### src/hdl/pgp_pkg.sv
// package for the port-one gpio block with pin multiplexing
package pgp_pkg;
	localparam logic [3:0] PGP_OFS_FUNC = 4'h0;
	localparam logic [3:0] PGP_OFS_DIR = 4'h4;
	localparam logic [3:0] PGP_OFS_LATCH = 4'h8;
	localparam logic [3:0] PGP_OFS_PULLUP = 4'hC;
	localparam int PGP_BIT_SEL_SEVEN = 7;
	localparam int PGP_BIT_SEL_FOUR = 4;
	localparam int PGP_BIT_SEL_TXD = 1;
	// function-select: writable bits, bits forced to one
	localparam logic [7:0] PGP_FUNC_WMASK = 8'h96;
	localparam logic [7:0] PGP_FUNC_ONES = 8'h08;
	// port-one registers: bit 3 has no pin
	localparam logic [7:0] PGP_PORT_WMASK = 8'hF7;
	localparam logic [7:0] PGP_PORT_ONES = 8'h08;
	localparam logic [7:0] PGP_RST_VAL = 8'h00;
	typedef struct packed {
		logic [3:0] adr;
		logic we;
		logic [3:0] sel;
		logic [31:0] dat;
	} pgp_req_t;
	typedef struct packed {
		logic ext_int_three;
		logic timer_trig;
		logic ext_int_zero;
		logic txd_sel;
	} pgp_alt_t;
endpackage

### src/hdl/pgp_port1.sv
// port-one gpio with pin function selection and a classic wishbone slave
//
// The implementer's own choices: the Wishbone interface to the registers and the register addresses.
`timescale 1ns/1ps
`default_nettype none
module pgp_port1
	import pgp_pkg::*;
(
	input wire logic clk_i,
	input wire logic rst_i,
	input wire logic cyc_i,
	input wire logic stb_i,
	input wire logic we_i,
	input wire logic [3:0] adr_i,
	input wire logic [3:0] sel_i,
	input wire logic [31:0] dat_i,
	output logic [31:0] dat_o,
	output logic ack_o,
	output logic err_o,
	input wire logic [7:0] pin_i,
	output logic [7:0] pin_o,
	output logic [7:0] pin_oe_o,
	output logic [7:0] pullup_o,
	output pgp_alt_t alt_o
);
	function automatic logic [7:0] pgp_merge(input logic [7:0] old,
		input logic [7:0] wdat, input logic [7:0] wmask);
		pgp_merge = (old & ~wmask) | (wdat & wmask);
	endfunction

	pgp_req_t req;
	logic [7:0] pin_meta_q, pin_sync_q;
	logic [7:0] func_q, dir_q, latch_q, pull_q;
	logic [7:0] func_d, dir_d, latch_d, pull_d;
	logic ack_q, err_q;
	logic [31:0] rdat_q;
	pgp_alt_t alt_q;
	logic [7:0] oe_q, out_q, pu_q;

	assign req = '{adr: adr_i, we: we_i, sel: sel_i, dat: dat_i};

	wire access = cyc_i && stb_i && !ack_q && !err_q;
	wire hit_func = req.adr == PGP_OFS_FUNC;
	wire hit_dir = req.adr == PGP_OFS_DIR;
	wire hit_latch = req.adr == PGP_OFS_LATCH;
	wire hit_pull = req.adr == PGP_OFS_PULLUP;
	wire mapped = hit_func | hit_dir | hit_latch | hit_pull;
	wire wr_en = access && mapped && req.we && req.sel[0];

	// one register carries port-one and port-two selections
	wire sel_seven = func_q[PGP_BIT_SEL_SEVEN];
	wire sel_four = func_q[PGP_BIT_SEL_FOUR];

	// general-io mask: alternate-input pins leave gpio control
	wire [7:0] gpio_mask = ~({sel_seven, 7'h00} | {3'h0, sel_four, 4'h0});

	// reserved bits never stored, forced on read
	assign func_d = (wr_en && hit_func) ?
		pgp_merge(func_q, req.dat[7:0], PGP_FUNC_WMASK) : func_q;
	// direction write-only, bit 3 never stored
	assign dir_d = (wr_en && hit_dir) ?
		pgp_merge(dir_q, req.dat[7:0], PGP_PORT_WMASK) : dir_q;
	assign latch_d = (wr_en && hit_latch) ?
		pgp_merge(latch_q, req.dat[7:0], PGP_PORT_WMASK) : latch_q;
	assign pull_d = (wr_en && hit_pull) ?
		pgp_merge(pull_q, req.dat[7:0], PGP_PORT_WMASK) : pull_q;

	wire [7:0] latch_rd = ((latch_q & dir_q) | (pin_sync_q & ~dir_q)
		& PGP_PORT_WMASK) | PGP_PORT_ONES;
	wire [7:0] func_rd = (func_q & PGP_FUNC_WMASK) | PGP_FUNC_ONES;
	wire [7:0] pull_rd = (pull_q & PGP_PORT_WMASK) | PGP_PORT_ONES;
	// direction is write-only and reads as zero
	wire [7:0] rd_byte = hit_func ? func_rd :
		hit_latch ? latch_rd :
		hit_pull ? pull_rd : 8'h00;

	// direction applies only to gpio-selected pins
	wire [7:0] oe_d = dir_q & gpio_mask & PGP_PORT_WMASK;
	wire [7:0] out_d = latch_q & oe_d;
	// pullup only while direction bit is zero
	wire [7:0] pu_d = pull_q & ~dir_q & gpio_mask & PGP_PORT_WMASK;

	// forward synchronised level on alternate pins
	pgp_alt_t alt_d;
	wire int_three_lvl = sel_seven ? pin_sync_q[7] : 1'b1;
	wire int_zero_lvl = sel_four ? pin_sync_q[4] : 1'b1;
	// transmit-select passed to the port-two pin logic
	wire txd_lvl = func_q[PGP_BIT_SEL_TXD];
	// one driver for the whole struct keeps the variable single-sourced
	assign alt_d = '{ext_int_three: int_three_lvl, timer_trig: int_three_lvl,
		ext_int_zero: int_zero_lvl, txd_sel: txd_lvl};

	always_ff @(posedge clk_i) begin
		pin_meta_q <= pin_i;
		pin_sync_q <= pin_meta_q;
	end

	// all control bits clear so every pin is input
	always_ff @(posedge clk_i) begin
		if (rst_i) begin
			func_q <= PGP_RST_VAL;
			dir_q <= PGP_RST_VAL;
			latch_q <= PGP_RST_VAL;
			pull_q <= PGP_RST_VAL;
		end else begin
			func_q <= func_d;
			dir_q <= dir_d;
			latch_q <= latch_d;
			pull_q <= pull_d;
		end
	end

	// one-cycle answer; unmapped address answered with err
	always_ff @(posedge clk_i) begin
		if (rst_i) begin
			ack_q <= 1'b0;
			err_q <= 1'b0;
			rdat_q <= 32'h00000000;
		end else begin
			ack_q <= access && mapped;
			err_q <= access && !mapped;
			rdat_q <= (access && mapped && !req.we) ?
				{24'h000000, rd_byte} : 32'h00000000;
		end
	end

	always_ff @(posedge clk_i) begin
		if (rst_i) begin
			oe_q <= 8'h00;
			out_q <= 8'h00;
			pu_q <= 8'h00;
			alt_q <= 4'hE;
		end else begin
			oe_q <= oe_d;
			out_q <= out_d;
			pu_q <= pu_d;
			alt_q <= alt_d;
		end
	end

	assign dat_o = rdat_q;
	assign ack_o = ack_q;
	assign err_o = err_q;
	assign pin_o = out_q;
	assign pin_oe_o = oe_q;
	assign pullup_o = pu_q;
	assign alt_o = alt_q;
endmodule
`default_nettype wire

### config.mk
export PLATFORM = sky130hd
export DESIGN_NAME = pgp_port1
export DESIGN_NICKNAME = d
export VERILOG_FILES = /design/src/hdl/pgp_pkg.sv /design/src/hdl/pgp_port1.sv
export SDC_FILE = /design/constraint.sdc
export NUM_CORES = 1
export LEC_CHECK = 0
export BUFFER_PORTS_ARGS = -buffer_cell sky130_fd_sc_hd__buf_2
export CORE_ASPECT_RATIO = 1.75
export CORE_MARGIN = 2
export CORE_UTILIZATION = 47
export DETAILED_ROUTE_END_ITERATION = 7
export PLACE_DENSITY_LB_ADDON = 0.08
export REMOVE_ABC_BUFFERS = 1
export SKIP_LAST_GASP = 1
export SLEW_MARGIN = 20
export SYNTH_ARGS = -nofsm -noshare
export SYNTH_HDL_FRONTEND = slang
export SYNTH_SLANG_ARGS = --single-unit
export TNS_END_PERCENT = 10
### constraint.sdc
create_clock -name clk_i -period 1.5 [get_ports clk_i]
set_input_delay 0 -clock clk_i [delete_from_list [all_inputs] [get_ports clk_i]]
set_output_delay 0 -clock clk_i [all_outputs]
set_load 0.03 [all_outputs]
After elaboration in Yosys (flattened, before gate mapping). Index checks and enable logic that the tools add are counted. W data, S select, Z words.

Bits in registers: 109. Output and inout bits: 62. Logic and storage cells: 66.

Equal/unequal tests: 3. Multiplexer cells: 3. Bitwise logic cells: 20. Reduce and logical (&&, ||, !) cells: 21.

Operator list (number): $and A8 B8 Y8 (6); $mux W8 (3); $or A4 B8 Y8 (3); $not A8 Y8 (2); $logic_and A1 B1 Y1 (12); $eq A4 B4 Y1 const B (2); $or A7 B8 Y8 (1); $or A8 B5 Y8 (1); $or A8 B8 Y8 (1); $reduce_or A2 Y1 (3); $eq A4 B3 Y1 const B (1); $logic_not A1 Y1 (4); $logic_not A4 Y1 (1); $not A1 Y1 (3); $or A1 B1 Y1 (3); $reduce_or A3 Y1 (1).

Longest topological paths before layout. Gate-level depths: netlist of run 1.

Word-level depth: 8. Depth in mapped cells: 5. Gate-level depth less buffers: 3.

Worst setup path before layout of run 1. No wires, ideal clock.

Path type: reg2reg. Start: register err_q (netlist: err_o). End: register latch_q[0]. Setup time: 0.072 ns. Arrival time: 1.297 ns. Data required time: 1.428 ns. Setup slack: 0.131 ns. Cell stages (with the launch flop): 6. Path buffers: 2. Clock period less this slack: 1.369 ns. Cell sequence: dfxtp_1 > and4bb_2 > buf_4 > nand4b_1 > buf_6 > mux2i_1.

Longest elaborated chain between the ends: 6.

Ends and longest elaborated chain: start: declaration (line pgp_port1.sv:35) `logic ack_q, err_q;`; start signal: assignment (line pgp_port1.sv:121) `err_q <= access && !mapped;`; $logic_not A1 Y1 (line pgp_port1.sv:42) `wire access = cyc_i && stb_i && !ack_q && !err_q;`; $logic_and A1 B1 Y1 (line pgp_port1.sv:42); $logic_and A1 B1 Y1 (3 in a row) (line pgp_port1.sv:48) `wire wr_en = access && mapped && req.we && req.sel[0];`; $logic_and A1 B1 Y1 (line pgp_port1.sv:63) `assign latch_d = (wr_en && hit_latch) ?`; end signal: assignment (line pgp_port1.sv:108) `latch_q <= latch_d;`; end: declaration (line pgp_port1.sv:33) `logic [7:0] func_q, dir_q, latch_q, pull_q;`.

No other way between the ends. A chain may end at the register's enable or synchronous reset.

Final worst setup path of run 1.
Start: register err_q (netlist: err_o). End: register latch_q[7].

Same word-level chain as after synthesis.

==> impl_metrics.json, run 1 <==
{
  "avgViaCountPerCell": 4.454,
  "crit_path_start_kind": "flop",
  "cp.arrival_ps": 1570,
  "synthesis.instances": 240,
  "worstMarginPinSlew_ps": 570.5,
  "crit_type": "reg -> reg",
  "grt_pass1_vias": 1660,
  "largest_register_ffs": 8,
  "whs_path_depth": 3,
  "drtIter0Drc": 36,
  "grt_usage_pct": 16.90,
  "drive_gt1_share_pct": 27.67,
  "leakagePower_uw": 0.001623,
  "die_area_mm2": 0.006276,
  "syn_area_per_cell_um2": 11.04,
  "antenna_found_initial": 0,
  "synth_ff_type": "dfxtp_1",
  "io_pins": 115,
  "finalNetCount": 366,
  "placed_cells": 366,
  "antennaDiodeCount": 0,
  "whs_ps": 8.763,
  "syn-cell-area_mm2": 0.002649,
  "path_cells": "and4bb_2 > nand4b_1 > buf_4 > mux2i_1",
  "timing.critical_path.to_type": "flop",
  "synth.distinct_cells": 30,
  "cts-root-buf": "clkbuf_8",
  "crit_required_ps": 1720,
  "total_power_uw": 3708,
  "cts_buffers": 9,
  "crit_path_max_fanout": 7,
  "die_height_um": 103.3,
  "place_hpwl_mm": 3.279,
  "overflow": 0,
  "wl_per_cell_um": 12.29,
  "slowest_stage": "and4bb_2",
  "vdd_ir_drop_max_mv": 0.7986,
  "core_mm2": 0.005495,
  "wl_mm": 4.841,
  "slew_violations": 0,
  "insertion_delay_ps": 340,
  "skew_ps": 7.403,
  "crit_path_max_incr_delay_ps": 440,
  "finalNonFillerCells": 394,
  "cts_max_level": 3,
  "cts_tree": "yes",
  "ys.warnings.count": 0,
  "rsz0062_at_grt": "false",
  "drc": 0,
  "ys_seq_elements": 73,
  "hold_viol": 0,
  "grt_max_degree": 40,
  "maxSlewHeadroom_pct": 61.97,
  "initial_core_util_pct": 48.20,
  "yosysSeqAreaShare_pct": 55.17,
  "setup_viol": 0,
  "die-width_um": 60.75,
  "status": "completed",
  "r2r_slack_ps": 150,
  "clock-sinks": 73,
  "rows": 36,
  "synth-async-reset-ratio_pct": 0,
  "syn_to_final_growth_pct": 21.59,
  "synth-edff-count": 0,
  "hold_class": "in -> reg",
  "clock.fmax_mhz": 739.3,
  "rr_worst_depth": 4,
  "gp_congestion": 0.7545,
  "clk_pin_slew_ps": 80,
  "period_share_pct": 90.18,
  "power_density_mw_per_mm2": 1151,
  "period_minus_slack_ps": 1353,
  "port_buffers": 58,
  "clk_path_buf_depth": 2,
  "grt_pass1_wl_mm": 7.617,
  "first_pass_iters": 4,
  "drtAntennaViolNets": 0,
  "drv_cap": 0,
  "vias": 1755
}
==> final cells by class <==
class	count	area, µm²
fillers	516	2275
clock inverters	5	55.05
flip-flops and latches	73	1461
multi-input cells	150	1012
repair buffers	73	432.9
clock buffers	11	141.4
inverters	6	22.52
well taps	76	95.09
==> report_power, final <==
part	switching (µW)	leakage, µW	internal (µW)	total (µW)
Sequential	7.45	0.000593	1960	1970
Clock	684	0.0000953	808	1490
Combinational	166	0.000934	81.0	247
Total	858	0.00162	2850	3710
==> per-stage QoR <==
step	util, %	setup slack (ps)	cell area, µm²	TNS [ps]
6_report	58.61	147.3	3221	0
5_1_grt	58.61	85.65	3221	0
4_1_cts	58.47	86.33	3213	0
3_5_place_dp	52.71	103.7	2897	0
3_3_place_gp	52.71	108.3	2897	0
2_1_floorplan	-	-22.67	2489	-158.7
==> final timing paths <==
check                     start            end
hold / removal         dat_i[1]     latch_q[1]
setup reg to reg          err_o     latch_q[7]
hold reg to reg   pin_meta_q[2]  pin_sync_q[2]
setup / recovery          err_o     latch_q[7]
==> critical path, delay by kind of cell (launching register included) <==
| kind | cells | cell delay, ps |
|---|---|---|
| buf+inv | 1 | 200 |
| flops | 1 | 310 |
| mux | 1 | 110 |
| simple gates | 2 | 610 |
==> placed cells by master (no fill, tap or decap), drive strengths merged <==
cell,n
a21oi,4
and2,7
and3,3
and3b,1
and4bb,2
buf,61
bufinv,1
clkbuf,11
clkinv,2
clkinvlp,2
conb,27
dfxtp,73
dlygate4sd3,12
inv,6
mux2,4
mux2i,28
nand2,7
nand2b,37
nand3,2
nand3b,1
nand4,1
nand4b,1
nor2,9
nor2b,1
nor3,2
nor3b,2
nor4b,2
o211ai,4
o21ai,3
or2,2
==> synthesized netlist by cell type (3+ instances only) <==
cell type / count / area [µm²]
a21oi_1: 4 / 20.02
and2_1: 7 / 43.79
and3_1: 3 / 18.77
buf_4: 29 / 217.7
clkbuf_1: 5 / 18.77
dfxtp_1: 73 / 1461
inv_1: 6 / 22.52
mux2_2: 4 / 45.04
mux2i_1: 28 / 280.3
nand2_1: 7 / 26.28
nand2b_1: 37 / 231.5
nor2_1: 8 / 30.03
o211ai_1: 4 / 30.03
o21ai_0: 3 / 15.01
==> layer usage <==
layer | global-route usage (%) | wire length, µm
met1 | 18.56 | 1954
met2 | 28.37 | 2501
met3 | 3.358 | 255
met4 | 11.54 | 130
met5 | 0 | 0
==> kinds of logic (layout without fill, tap and decap cells) <==
logic type	after synthesis	after routing	share of synthesized area [%]
AND/OR/NAND/NOR	80	80	19.37
flip-flops	73	73	55.17
buffers and inverters	43	95	10.58
multiplexers	32	32	12.28
AO/OA/AOI/OAI	11	11	2.456
other	1	27	0.1416
==> repair_timing <==
action                                 4_1_cts  5_1_grt
hold buffers                                12        0
endpoints found under the hold margin       18        0
setup buffers                                0        0
gates resized for setup                      0        1
setup endpoints to repair                    0        1
Note: power is estimated with default switching activity, not from simulation.
==> run 2, diff against run 1 <==
Clock period 1.5 ns to 1.7 ns, I/O delays scaled along.
==> run 2 against run 1 <==
  * Critical path depth is the same
  * First-iteration DRC count grew 8.3%
  * Sequential share of layout area decreased by 0.33 points
  * Highest routed layer unchanged
  * Flip-flop and latch count unchanged
  * Hold slack got worse by 2.1 ps
  * Core utilization increased by 0.43 points
  * Fmax is 14% lower
==> impl_metrics.json, run 2 (synthesized netlist as in run 1, its figures left out) <==
{
  "worstMarginPinSlew_ps": 549.8,
  "skew_ps": 6.163,
  "avgViaCountPerCell": 4.487,
  "final.setup.worst_slack_ps": 118.9,
  "antenna_found_initial": 0,
  "grt_pass1_vias": 1628,
  "clock.fmax_mhz": 632.5,
  "gp_congestion": 0.7533,
  "clock-sinks": 73,
  "r2r_end": "ack_o",
  "period_share_pct": 93.01,
  "period_minus_slack_ps": 1581,
  "rows": 36,
  "pre_cts_ws_ps": 310.5,
  "drive_gt1_share_pct": 27.67,
  "layout_commonest_cell": "dfxtp_1",
  "grt_util_met1_pct": 18.06,
  "clk_pin_slew_ps": 70,
  "core_mm2": 0.005495,
  "cts_resized": 0,
  "r2r-start": "err_o",
  "drtIter0Drc": 39,
  "vdd_ir_drop_max_mv": 0.6702,
  "status": "completed",
  "final_cell_mix": "73 x dfxtp_1, 58 x buf_2, 37 x nand2b_1",
  "dpl_cell_area_mm2": 0.002897,
  "insertion_delay_ps": 330,
  "syn_to_final_growth_pct": 22.48,
  "grtUsageMet2_pct": 26.63,
  "cts_buffers": 9,
  "largest_register_ffs": 8,
  "rsz0062_at_grt": "false",
  "io_pins": 115,
  "whs_ps": 6.681,
  "crit_type": "reg -> reg",
  "leakagePower_uw": 0.001638,
  "drc": 0,
  "fill_cells": 493,
  "drv_cap": 0,
  "post-route-cell-area_mm2": 0.003244,
  "cts_hold_buffers": 13,
  "die-width_um": 60.75,
  "cts_tree": "yes",
  "r2r_slack_ps": 120,
  "crit_required_ps": 1980,
  "power_density_mw_per_mm2": 1050,
  "die_area_mm2": 0.006276,
  "antennaDiodeCount": 0,
  "whs_path_depth": 3,
  "finalNetCount": 367,
  "maxSlewHeadroom_pct": 63.35,
  "hold_viol": 0,
  "port_buffers": 58,
  "initial_core_util_pct": 48.20,
  "cts-root-buf": "clkbuf_8",
  "setup_tns_ps": 0,
  "vias": 1768,
  "grt_pass1_wl_mm": 7.410,
  "overflow": 0,
  "wl_per_cell_um": 11.93,
  "slew_violations": 0,
  "post_cts_buffers": 0,
  "crit_path_max_fanout": 7,
  "crit_path_start_kind": "flop",
  "grt_max_degree": 40,
  "clk_path_buf_depth": 2,
  "first_pass_iters": 4,
  "timing.critical_path.to_type": "flop",
  "hold_class": "in -> reg",
  "use_met3_pct": 5.721,
  "wl_mm": 4.701,
  "cts_max_level": 3,
  "busiest_layer": "met2",
  "hold_start": "dat_i[1]",
  "grt_usage_pct": 16.29,
  "setup_viol": 0,
  "rr_worst_depth": 4,
  "place_hpwl_mm": 3.279,
  "hold_end": "latch_q[1]",
  "die_height_um": 103.3,
  "cp.arrival_ps": 1860,
  "drtAntennaViolNets": 0
}
## run 2: worst max path at each step
stage	end	cells past startpoint	start
3_5_place_dp	dir_q[6]	3	ack_o
2_1_floorplan	latch_q[0]	3	err_o
3_3_place_gp	dir_q[7]	3	err_o
5_1_grt	ack_o	4	err_o
6_report	ack_o	4	err_o
4_1_cts	ack_o	4	ack_o
## run 2: worst max-delay path, stage by stage, from the launching register on
cell and delay [ps]:
dfxtp_1 310, and4bb_2 430, nand2b_1 100, nor3_1 120, dlygate4sd3_1 560
## run 2: stage by stage
| step | utilization (%) | power (µW) | std cells |
|---|---|---|---|
| floorplan | - | 1906 | 229 |
| finish | 59.04 | 3406 | 394 |
| CTS | 59.04 | 3443 | 394 |
| detailed placement | 52.71 | 1971 | 366 |
| global route | 59.04 | 3529 | 394 |
| global placement | 52.71 | 1970 | 366 |
## run 2: report_power, final
part | internal, µW | leakage (µW) | total (µW) | switching, µW
registers | 1730 | 0.000593 | 1740 | 5.88
clock network | 855 | 0.000104 | 1450 | 599
logic | 71.7 | 0.000940 | 216 | 144
## run 2: per-layer routing
metal | up-vias | part of all wire, %
met5 | - | 0
met4 | 0 | 2.8
met3 | 12 | 6.4
met2 | 64 | 52
met1 | 812 | 38
li1 | 880 | -
## run 2: area by class of cell
cell class | instances | area (µm²) | share of cell area (%)
clock buffer | 10 | 137.6 | 4.242
multi-input combinational | 150 | 1005 | 30.97
inverter | 6 | 22.52 | 0.6942
timing repair buffer | 74 | 442.9 | 13.65
clock inverter | 5 | 80.08 | 2.468
tap | 76 | 95.09 | 2.931
sequential | 73 | 1461 | 45.04
